--- config.mk ---
export PLATFORM = sky130hd
export DESIGN_NAME = lww_ctrl
export DESIGN_NICKNAME = d
export VERILOG_FILES = /design/src/inc/lww_pkg.sv /design/src/design/lww_ctrl.sv
export SDC_FILE = /design/constraint.sdc
export NUM_CORES = 1
export LEC_CHECK = 0
export ABC_AREA = 1
export ABC_CLOCK_PERIOD_IN_PS = 3800
export BUFFER_PORTS_ARGS = -buffer_cell sky130_fd_sc_hd__buf_2
export CAP_MARGIN = 20
export CORE_MARGIN = 1
export CORE_UTILIZATION = 50
export CTS_CLUSTER_SIZE = 10
export DETAILED_ROUTE_END_ITERATION = 8
export PLACE_DENSITY = 0.73
export SYNTH_ARGS = -nofsm -noshare
export SYNTH_HDL_FRONTEND = slang
export SYNTH_SLANG_ARGS = --single-unit
export TNS_END_PERCENT = 10
--- constraint.sdc ---
create_clock -name ref_clk -period 3.8 [get_ports ref_clk]
set_input_delay 0.38 -clock ref_clk [delete_from_list [all_inputs] [get_ports ref_clk]]
set_output_delay 0.38 -clock ref_clk [all_outputs]
set_load 0.05 [all_outputs]
--- src/inc/lww_pkg.sv ---
package lww_pkg;

    // ----------------------------------------------------------------
    // Register map
    // ----------------------------------------------------------------
    localparam logic [7:0] LWW_ADDR_LINE_CTRL = 8'h00;
    localparam logic [7:0] LWW_ADDR_LINE_DIM = 8'h04;
    localparam logic [7:0] LWW_ADDR_WORD_DIM = 8'h08;
    localparam logic [7:0] LWW_ADDR_CNT_BASE = 8'h0c;
    localparam logic [7:0] LWW_ADDR_CNT_STEP = 8'h04;
    localparam int LWW_NUM_CNT = 4;

    // ----------------------------------------------------------------
    // Field positions
    // ----------------------------------------------------------------
    localparam int LWW_CLOSE_COND_LSB = 0;
    localparam int LWW_CLOSE_SRC_LSB = 4;
    localparam int LWW_CLOSE_MODE_LSB = 8;
    localparam int LWW_OPEN_COND_LSB = 12;
    localparam int LWW_OPEN_SRC_LSB = 16;
    localparam int LWW_OPEN_MODE_LSB = 20;
    localparam int LWW_SYNC_LSB = 24;
    localparam int LWW_SIZE_LSB = 0;
    localparam int LWW_SKIP_LSB = 16;
    localparam int LWW_CNT_LSB = 0;
    localparam int LWW_CLR_PT_LSB = 28;

    // ----------------------------------------------------------------
    // Codes and reset values
    // ----------------------------------------------------------------
    localparam logic [3:0] LWW_COND_RISE = 4'h0;
    localparam logic [3:0] LWW_COND_FALL = 4'h1;
    localparam logic [3:0] LWW_COND_HIGH = 4'h2;
    localparam logic [3:0] LWW_COND_LOW = 4'h3;
    localparam logic [3:0] LWW_COND_EITHER = 4'h4;
    localparam logic [3:0] LWW_MAX_SRC = 4'h4;
    localparam logic [3:0] LWW_MODE_SIZE = 4'h0;
    localparam logic [3:0] LWW_MODE_TRIG = 4'h1;
    localparam logic [3:0] LWW_SYNC_NONE = 4'h0;
    localparam logic [3:0] LWW_SYNC_SOL = 4'h1;
    localparam logic [1:0] LWW_CLR_ACQ = 2'h0;
    localparam logic [1:0] LWW_CLR_VOL = 2'h1;
    localparam logic [1:0] LWW_CLR_FRAME = 2'h2;
    localparam logic [1:0] LWW_CLR_LINE = 2'h3;
    localparam logic [31:0] LWW_RST_REG = 32'h0000_0000;
    localparam logic [15:0] LWW_RST_CNT = 16'h0000;

    // ----------------------------------------------------------------
    // Types
    // ----------------------------------------------------------------
    typedef struct packed {
        logic start_of_line_marker;
        logic eol;
        logic [127:0] data;
    } lww_pkt_t;

    typedef struct packed {
        logic quad;
        logic div;
        logic enc_b;
        logic enc_a;
        logic trig;
    } lww_trig_t;

endpackage

--- src/design/lww_ctrl.sv ---
// Our own choices: the plain strobed port and the address map.
`timescale 1ns/10ps
module lww_ctrl
    import lww_pkg::*;
(
    // Clock and reset
    input wire logic ref_clk,
    input wire logic rst_n,
    // Register port
    input wire logic [7:0] reg_addr,
    input wire logic [31:0] reg_wdata,
    input wire logic reg_wr,
    input wire logic reg_rd,
    output logic [31:0] reg_rdata,
    // Engine sequencing
    input wire logic acq_start,
    input wire logic vol_win_start,
    input wire logic frame_win_start,
    input wire logic vol_done,
    output logic line_win_open,
    output logic frame_done,
    // Trigger sources
    input wire lww_trig_t trig_in,
    // Incoming stream
    input wire logic in_valid,
    input wire lww_pkt_t in_pkt,
    // Windowed stream
    output logic out_valid,
    output lww_pkt_t out_pkt
);

    // ----------------------------------------------------------------
    // Helper functions
    // ----------------------------------------------------------------

    // Conditioning of a trigger level against its previous sample
    function automatic logic cond_met(input logic [3:0] code,
                                      input logic cur, input logic prev);
        logic r;
        r = 1'b0;
        case (code)
            LWW_COND_RISE: r = cur & ~prev;
            LWW_COND_FALL: r = ~cur & prev;
            LWW_COND_HIGH: r = cur;
            LWW_COND_LOW: r = ~cur;
            LWW_COND_EITHER: r = cur ^ prev;
            default: r = 1'b0;
        endcase
        return r;
    endfunction

    // Pick a trigger source; undefined codes select nothing
    function automatic logic src_pick(input logic [3:0] code,
                                      input lww_trig_t t);
        logic [4:0] v;
        logic r;
        v = t;
        r = 1'b0;
        if (code <= LWW_MAX_SRC) begin
            r = v[code[2:0]];
        end
        return r;
    endfunction

    // Keep a 4-bit code only if legal, else store zero
    function automatic logic [3:0] legal(input logic [3:0] code,
                                         input logic [3:0] max);
        return (code <= max) ? code : 4'h0;
    endfunction

    // Match of the register address against a counter slot
    function automatic logic cnt_hit(input logic [7:0] a, input int i);
        logic [7:0] off;
        off = LWW_ADDR_CNT_BASE + 8'(i) * LWW_ADDR_CNT_STEP;
        return a == off;
    endfunction

    // ----------------------------------------------------------------
    // Configuration registers
    // ----------------------------------------------------------------
    logic [3:0] close_cond_r, close_src_r, close_mode_r;
    logic [3:0] open_cond_r, open_src_r, open_mode_r, sync_r;
    logic [15:0] lines_size_r, lines_to_skip_r;
    logic [15:0] words_size_r, words_to_skip_r;
    logic wr_ctrl, wr_ldim, wr_wdim;

    assign wr_ctrl = reg_wr && (reg_addr == LWW_ADDR_LINE_CTRL);
    assign wr_ldim = reg_wr && (reg_addr == LWW_ADDR_LINE_DIM);
    assign wr_wdim = reg_wr && (reg_addr == LWW_ADDR_WORD_DIM);

    // Line window control, undefined codes stored as zero
    always_ff @(posedge ref_clk or negedge rst_n) begin
        if (!rst_n) begin
            close_cond_r <= 4'h0;
            close_src_r <= 4'h0;
            close_mode_r <= 4'h0;
            open_cond_r <= 4'h0;
            open_src_r <= 4'h0;
            open_mode_r <= 4'h0;
            sync_r <= 4'h0;
        end else if (wr_ctrl) begin
            close_cond_r <= legal(reg_wdata[LWW_CLOSE_COND_LSB+:4],
                                  LWW_COND_EITHER);
            close_src_r <= legal(reg_wdata[LWW_CLOSE_SRC_LSB+:4],
                                 LWW_MAX_SRC);
            close_mode_r <= legal(reg_wdata[LWW_CLOSE_MODE_LSB+:4],
                                  LWW_MODE_TRIG);
            open_cond_r <= legal(reg_wdata[LWW_OPEN_COND_LSB+:4],
                                 LWW_COND_EITHER);
            open_src_r <= legal(reg_wdata[LWW_OPEN_SRC_LSB+:4],
                                LWW_MAX_SRC);
            open_mode_r <= legal(reg_wdata[LWW_OPEN_MODE_LSB+:4],
                                 LWW_MODE_TRIG);
            sync_r <= legal(reg_wdata[LWW_SYNC_LSB+:4],
                            LWW_SYNC_SOL);
        end
    end

    // Line and word window dimensions
    always_ff @(posedge ref_clk or negedge rst_n) begin
        if (!rst_n) begin
            lines_size_r <= 16'h0000;
            lines_to_skip_r <= 16'h0000;
            words_size_r <= 16'h0000;
            words_to_skip_r <= 16'h0000;
        end else begin
            if (wr_ldim) begin
                lines_size_r <= reg_wdata[LWW_SIZE_LSB+:16];
                lines_to_skip_r <= reg_wdata[LWW_SKIP_LSB+:16];
            end
            if (wr_wdim) begin
                words_size_r <= reg_wdata[LWW_SIZE_LSB+:16];
                words_to_skip_r <= reg_wdata[LWW_SKIP_LSB+:16];
            end
        end
    end

    // ----------------------------------------------------------------
    // Trigger conditioning
    // ----------------------------------------------------------------
    lww_trig_t trig_prev_r;
    logic open_hit, close_hit;

    // Previous trigger sample for edge functions
    always_ff @(posedge ref_clk or negedge rst_n) begin
        if (!rst_n) begin
            trig_prev_r <= '0;
        end else begin
            trig_prev_r <= trig_in;
        end
    end

    assign open_hit = cond_met(open_cond_r, src_pick(open_src_r, trig_in),
        src_pick(open_src_r, trig_prev_r));
    assign close_hit = cond_met(close_cond_r,
        src_pick(close_src_r, trig_in),
        src_pick(close_src_r, trig_prev_r));

    // ----------------------------------------------------------------
    // Line window state machine
    // ----------------------------------------------------------------
    typedef enum logic [1:0] {ST_IDLE, ST_WAIT_OPEN, ST_OPEN} lww_state_t;
    lww_state_t state_r;
    logic [15:0] line_idx_r, lines_done_r, word_idx_r;
    logic synced_r, close_pend_r;
    logic accept, line_end, acq_line, word_take, size_done;
    logic open_now, close_now;

    assign acq_line = line_idx_r >= lines_to_skip_r;
    assign size_done = (close_mode_r == LWW_MODE_SIZE)
        && (lines_done_r >= lines_size_r);
    // Packets before the marker are dropped when syncing per line
    assign accept = (state_r == ST_OPEN) && in_valid && !size_done
        && ((sync_r == LWW_SYNC_NONE) || synced_r
            || in_pkt.start_of_line_marker);
    assign line_end = accept && in_pkt.eol;
    assign word_take = accept && acq_line
        && (word_idx_r >= words_to_skip_r)
        && (word_idx_r - words_to_skip_r < words_size_r);
    assign open_now = (state_r == ST_WAIT_OPEN)
        && ((open_mode_r == LWW_MODE_SIZE) || open_hit);
    assign close_now = (state_r == ST_OPEN)
        && (size_done
            || ((close_mode_r == LWW_MODE_TRIG) && line_end
                && (close_pend_r || close_hit)));

    // Window sequencing
    always_ff @(posedge ref_clk or negedge rst_n) begin
        if (!rst_n) begin
            state_r <= ST_IDLE;
        end else begin
            unique case (state_r)
                ST_IDLE: begin
                    if (frame_win_start) begin
                        state_r <= ST_WAIT_OPEN;
                    end
                end
                ST_WAIT_OPEN: begin
                    if (open_now) begin
                        state_r <= ST_OPEN;
                    end
                end
                ST_OPEN: begin
                    if (close_now) begin
                        state_r <= ST_IDLE;
                    end
                end
            endcase
        end
    end

    // Pending close trigger, held until the next line boundary
    always_ff @(posedge ref_clk or negedge rst_n) begin
        if (!rst_n) begin
            close_pend_r <= 1'b0;
        end else if (state_r != ST_OPEN || close_now) begin
            close_pend_r <= 1'b0;
        end else if (close_mode_r == LWW_MODE_TRIG && close_hit) begin
            close_pend_r <= 1'b1;
        end
    end

    // Line position and per-line sync state
    always_ff @(posedge ref_clk or negedge rst_n) begin
        if (!rst_n) begin
            line_idx_r <= 16'h0000;
            lines_done_r <= 16'h0000;
            synced_r <= 1'b0;
        end else if (open_now) begin
            line_idx_r <= 16'h0000;
            lines_done_r <= 16'h0000;
            synced_r <= 1'b0;
        end else if (line_end) begin
            if (line_idx_r != 16'hffff) begin
                line_idx_r <= line_idx_r + 16'h0001;
            end
            if (acq_line) begin
                lines_done_r <= lines_done_r + 16'h0001;
            end
            synced_r <= 1'b0;
        end else if (accept) begin
            synced_r <= 1'b1;
        end
    end

    // Word position within the current line
    always_ff @(posedge ref_clk or negedge rst_n) begin
        if (!rst_n) begin
            word_idx_r <= 16'h0000;
        end else if (open_now || line_end) begin
            word_idx_r <= 16'h0000;
        end else if (accept && word_idx_r != 16'hffff) begin
            word_idx_r <= word_idx_r + 16'h0001;
        end
    end

    // Registered outputs
    always_ff @(posedge ref_clk or negedge rst_n) begin
        if (!rst_n) begin
            out_valid <= 1'b0;
            out_pkt <= '0;
            frame_done <= 1'b0;
        end else begin
            out_valid <= word_take;
            if (word_take) begin
                out_pkt <= in_pkt;
            end
            frame_done <= close_now;
        end
    end

    assign line_win_open = (state_r == ST_OPEN);

    // ----------------------------------------------------------------
    // Acquisition counters
    // ----------------------------------------------------------------
    logic [15:0] cnt_r [LWW_NUM_CNT];
    logic [1:0] clr_pt_r [LWW_NUM_CNT];
    logic [LWW_NUM_CNT-1:0] cnt_inc;
    logic [3:0] clr_evt;

    // Increment sources: volume, frame, line, word
    assign cnt_inc = {word_take, line_end && acq_line, close_now,
                      vol_done};
    assign clr_evt = {open_now, frame_win_start, vol_win_start, acq_start};

    genvar gi;
    generate
        for (gi = 0; gi < LWW_NUM_CNT; gi++) begin : g_cnt
            logic wr_hit, clr;
            assign wr_hit = reg_wr && cnt_hit(reg_addr, gi);
            // Clear point or software zero, increment still counted
            assign clr = clr_evt[clr_pt_r[gi]]
                || (wr_hit && reg_wdata[LWW_CNT_LSB+:16] == 16'h0000);

            always_ff @(posedge ref_clk or negedge rst_n) begin
                if (!rst_n) begin
                    cnt_r[gi] <= LWW_RST_CNT;
                end else if (clr) begin
                    cnt_r[gi] <= {15'h0000, cnt_inc[gi]};
                end else if (cnt_inc[gi]) begin
                    cnt_r[gi] <= cnt_r[gi] + 16'h0001;
                end
            end

            always_ff @(posedge ref_clk or negedge rst_n) begin
                if (!rst_n) begin
                    clr_pt_r[gi] <= LWW_CLR_ACQ;
                end else if (wr_hit) begin
                    clr_pt_r[gi] <= reg_wdata[LWW_CLR_PT_LSB+:2];
                end
            end
        end
    endgenerate

    // ----------------------------------------------------------------
    // Read port
    // ----------------------------------------------------------------
    logic [31:0] rd_mux;

    // Read selection, unmapped and reserved bits read zero
    always_comb begin
        rd_mux = 32'h0000_0000;
        if (reg_addr == LWW_ADDR_LINE_CTRL) begin
            rd_mux = {4'h0, sync_r, open_mode_r, open_src_r, open_cond_r,
                      close_mode_r, close_src_r, close_cond_r};
        end else if (reg_addr == LWW_ADDR_LINE_DIM) begin
            rd_mux = {lines_to_skip_r, lines_size_r};
        end else if (reg_addr == LWW_ADDR_WORD_DIM) begin
            rd_mux = {words_to_skip_r, words_size_r};
        end else begin
            for (int i = 0; i < LWW_NUM_CNT; i++) begin
                if (cnt_hit(reg_addr, i)) begin
                    rd_mux = {2'h0, clr_pt_r[i], 12'h000, cnt_r[i]};
                end
            end
        end
    end

    // Read data one cycle after the strobe, zero otherwise
    always_ff @(posedge ref_clk or negedge rst_n) begin
        if (!rst_n) begin
            reg_rdata <= LWW_RST_REG;
        end else begin
            reg_rdata <= reg_rd ? rd_mux : 32'h0000_0000;
        end
    end

endmodule

==> flow_summary.toml <==
[routing]
viasPerCell = 5.47
drt_first_iter_violations = 2052
routed_wl_um = 62800
first_pass_iters = 6
drc_errors = 0
vias = 19300
wire_per_inst_um = 17.8
drtAntennaViolNets = 0

[timing]
finalHoldViolations = 0
max_freq_ghz = 0.280
hold-worst-slack_ps = 23.3
final.period_utilization_pct = 94.0
finalMaxSlewViolations = 0
setup_viol_count_final = 0
slew-limit-headroom_pct = 35.7
fin_tns_setup_ps = 0
worst-slew-pin-transition_ps = 956
fin_crit_ps = 3570
finalClockSkew_ps = 25.1

[worst_setup_path]
critical_path_peak_fanout = 20
timing.critical_path.arrival_ps = 4090
worst_ep_required_time_ps = 4320
critPathCaptureType = "flop"
worstSetupPathType = "reg -> reg"
timing.critical_path.from_type = "flop"

[run]
timing.max_cap.violations = 0

[synth]
synth_top_cell_area_share_pct = 47.6
leading_register_cell_type_out_of_synthesis = "dfrtp_1"
synth.area.top_cells = "dfrtp_1 (48%), nand2_1 (15%), inv_1 (5.7%)"
synth_enable_flop_cells = 0
fraction_of_the_mapped_netlist_area_in_compound_gates_pct = 9.62
synth_top_cells_by_count = "nand2_1 (790), dfrtp_1 (385), inv_1 (306)"
synthesis.yosys.warnings = 0
synthMuxAreaShare_pct = 0
synthDistinctLibCells = 52
synth.most_common_cell = "nand2_1"
syn-cell-area_sq_mm = 0.0202
synth_xor_xnor_area_share_pct = 2.64
synth.avg_cell_area_sq_um = 7.94
synth-simple-area-share_pct = 27.0
synth_sequential_area_ratio_pct = 47.6
synth_largest_area_cell = "dfrtp_1"
synth_fa_ha_area_share_pct = 4.86
async_reset_ff_share_pct = 100
synth_top_family_by_area = "simple AND/OR/NAND/NOR gates"
synth.net_count = 2809
synthesis.instances = 2547
number_of_register_bits_inferred_by_synthesis = 385

[run_status]
outcome = "complete, no violations"

[place]
place.gp.congestion = 0.916
numPortBuffers = 348
place_area_sq_mm = 0.0225
place_hpwl_um = 44300

[layout]
fillCellCount = 3374
area_delta_synth_final_pct = 23.7
drive_above_1_share_pct = 16.8
final-seq-area_sq_mm = 0.00963
design_area_sq_mm = 0.0250
area_of_the_multi_input_gates_sq_mm = 0.00894
num-nets-final = 3258

[global_route]
grt_max_degree = 101
overflow = 0
number_of_antenna_violations_at_the_first_check_in_global_routing = 1
grt_pass1_wl_um = 97300
total_routing_usage_gr_pct = 29.7
grt_pass1_vias = 18500

[clock_network]
clock_latency_late_sink_ps = 590
tritoncts_clock_tree = "yes"
htree_levels = 2
numClockSinks = 385
clk_pin_slew_worst_paths_ps = 60
ctsLongestPathBuffers = 3
cts-buffers-inserted = 46
cts.root.buffer_cell = "clkbuf_16"

[floorplan]
die_boundary_width_um = 203
boundaryPins = 349
die_span_y_um = 203
core_area_sq_mm = 0.0398
standard_cell_rows = 73
design.die.area_sq_mm = 0.0413
initial_core_util_pct = 50.8

[power_and_ir_drop]
vdd.ir_drop.worst_mv = 0.365
power.leakage_uw = 0.0132
p_per_area_mw_per_mm2 = 399

[worst_hold_path]
hp-class = "in -> reg"
## worst max-delay path: stages, from the launching register on
cell       delay (ps)
dfrtp_1           350
inv_1              80
ha_1              240
fa_2              380
o21ai_2           160
nand2_1            70
nand4_1           120
buf_4             150
a31oi_1            80
xnor2_1           250
ha_1              280
nand2_1            80
o21ai_0           100
nand4_1            80
nand2_1            70
a21oi_2           170
inv_1              90
nor2_4            210
buf_4             180
clkbuf_16         170
nand4_1            90
nand2_1           100
## timing repair
item	CTS	global route
pin swaps	0	3
hold buffers	106	0
gates resized for setup	1	7
endpoints found under the setup margin	1	147
endpoints found under the hold margin	180	0
gates cloned	0	3
buffers inserted	0	4
## cells by family after synthesis
| logic type | Yosys count |
|---|---|
| xor+xnor | 61 |
| simple gates | 1276 |
| buf+inv | 406 |
| fa+ha+maj | 78 |
| compound gates | 341 |
| flops | 385 |
## per-stage QoR
stage	total power [uW]	util (%)	worst slack, ps	instances
global placement	5780	56.5	131	3360
finish	9970	62.8	228	3537
CTS	10000	62.5	11.4	3529
detailed placement	5820	56.5	-15.4	3360
global route	10400	62.8	-20.6	3536
floorplan	5310	-	482	2547
## path summary, 6_finish.rpt
| check | from | end | depth (start not counted) | slack [ps] |
|---|---|---|---|---|
| min | in_pkt[54] | out_pkt[54]$_DFFE_PN0P_ | 3 | 20 |
| max reg2reg | word_idx_r[0]$_DFFE_PN0P_ | cnt_r[15]$_DFFE_PN0P_ | 21 | 230 |
| min reg2reg | out_pkt[36]$_DFFE_PN0P_ | out_pkt[36]$_DFFE_PN0P_ | 2 | 470 |
| max in group asynchronous | rst_n | out_pkt[14]$_DFFE_PN0P_ | 3 | 2350 |
| min in group asynchronous | rst_n | out_pkt[47]$_DFFE_PN0P_ | 2 | 390 |
| max | word_idx_r[0]$_DFFE_PN0P_ | cnt_r[15]$_DFFE_PN0P_ | 21 | 230 |
## cells in the final DEF, fill, tap and decap left out, types with 6 or more instances in the layout
cell type      synthesis  routed
inv_2                 12      12
a31oi_1               10      10
nor3_2                 7       7
o221ai_1               7       7
buf_4                  2      19
ha_1                  77      75
a21oi_1              109     108
a221oi_1               7       7
dlygate4sd3_1          0     106
o21ai_1               36      38
nor2_1               164     164
o31ai_1               15      15
buf_12                 0       9
o21ai_0              113     111
inv_1                306     306
dfrtp_1              385     385
buf_2                 36     347
xor2_1                44      44
clkbuf_16              0      50
nor3_1                56      56
nand3_1              144     144
nand4_1               52      52
clkbuf_8               0       6
nand2_1              790     788
xnor2_1               17      17
nand3_2               12      12
nor4_1                22      22
nand2_2               13      15
clkbuf_1              34       6
o211ai_1              15      15
## registers in the layout, indices dropped and copies added, names as in the netlist, 5 cells and up
name	count
trig_prev_r	5
words_to_skip_r	16
reg_rdata	32
line_idx_r	16
words_size_r	16
cnt_r	64
lines_to_skip_r	16
out_pkt	130
lines_done_r	16
word_idx_r	16
clr_pt_r	8
lines_size_r	16
## power by group
group / total (uW) / internal, uW / switching (uW)
sequential: 4370 / 4250 / 129
clock: 4090 / 2400 / 1690
combinational: 1510 / 566 / 943
## final cells by class
type	instances	share of cell area (%)
repair buffers	487	12.9
inverters	320	4.81
flip-flops and latches	385	38.5
multi-input cells	1756	35.7
diodes	1	0.0100
clock buffers	59	5.12
clock inverters	4	0.255
well taps	525	2.63
## per-layer routing
metal,GRT usage (%),routed length (um),vias up
li1,-,-,9145
met1,38.2,25500,9162
met2,48.2,29600,867
met3,4.92,4680,168
met4,15.7,3080,0
met5,0,0,-
Power figures use the tool's default switching activity.
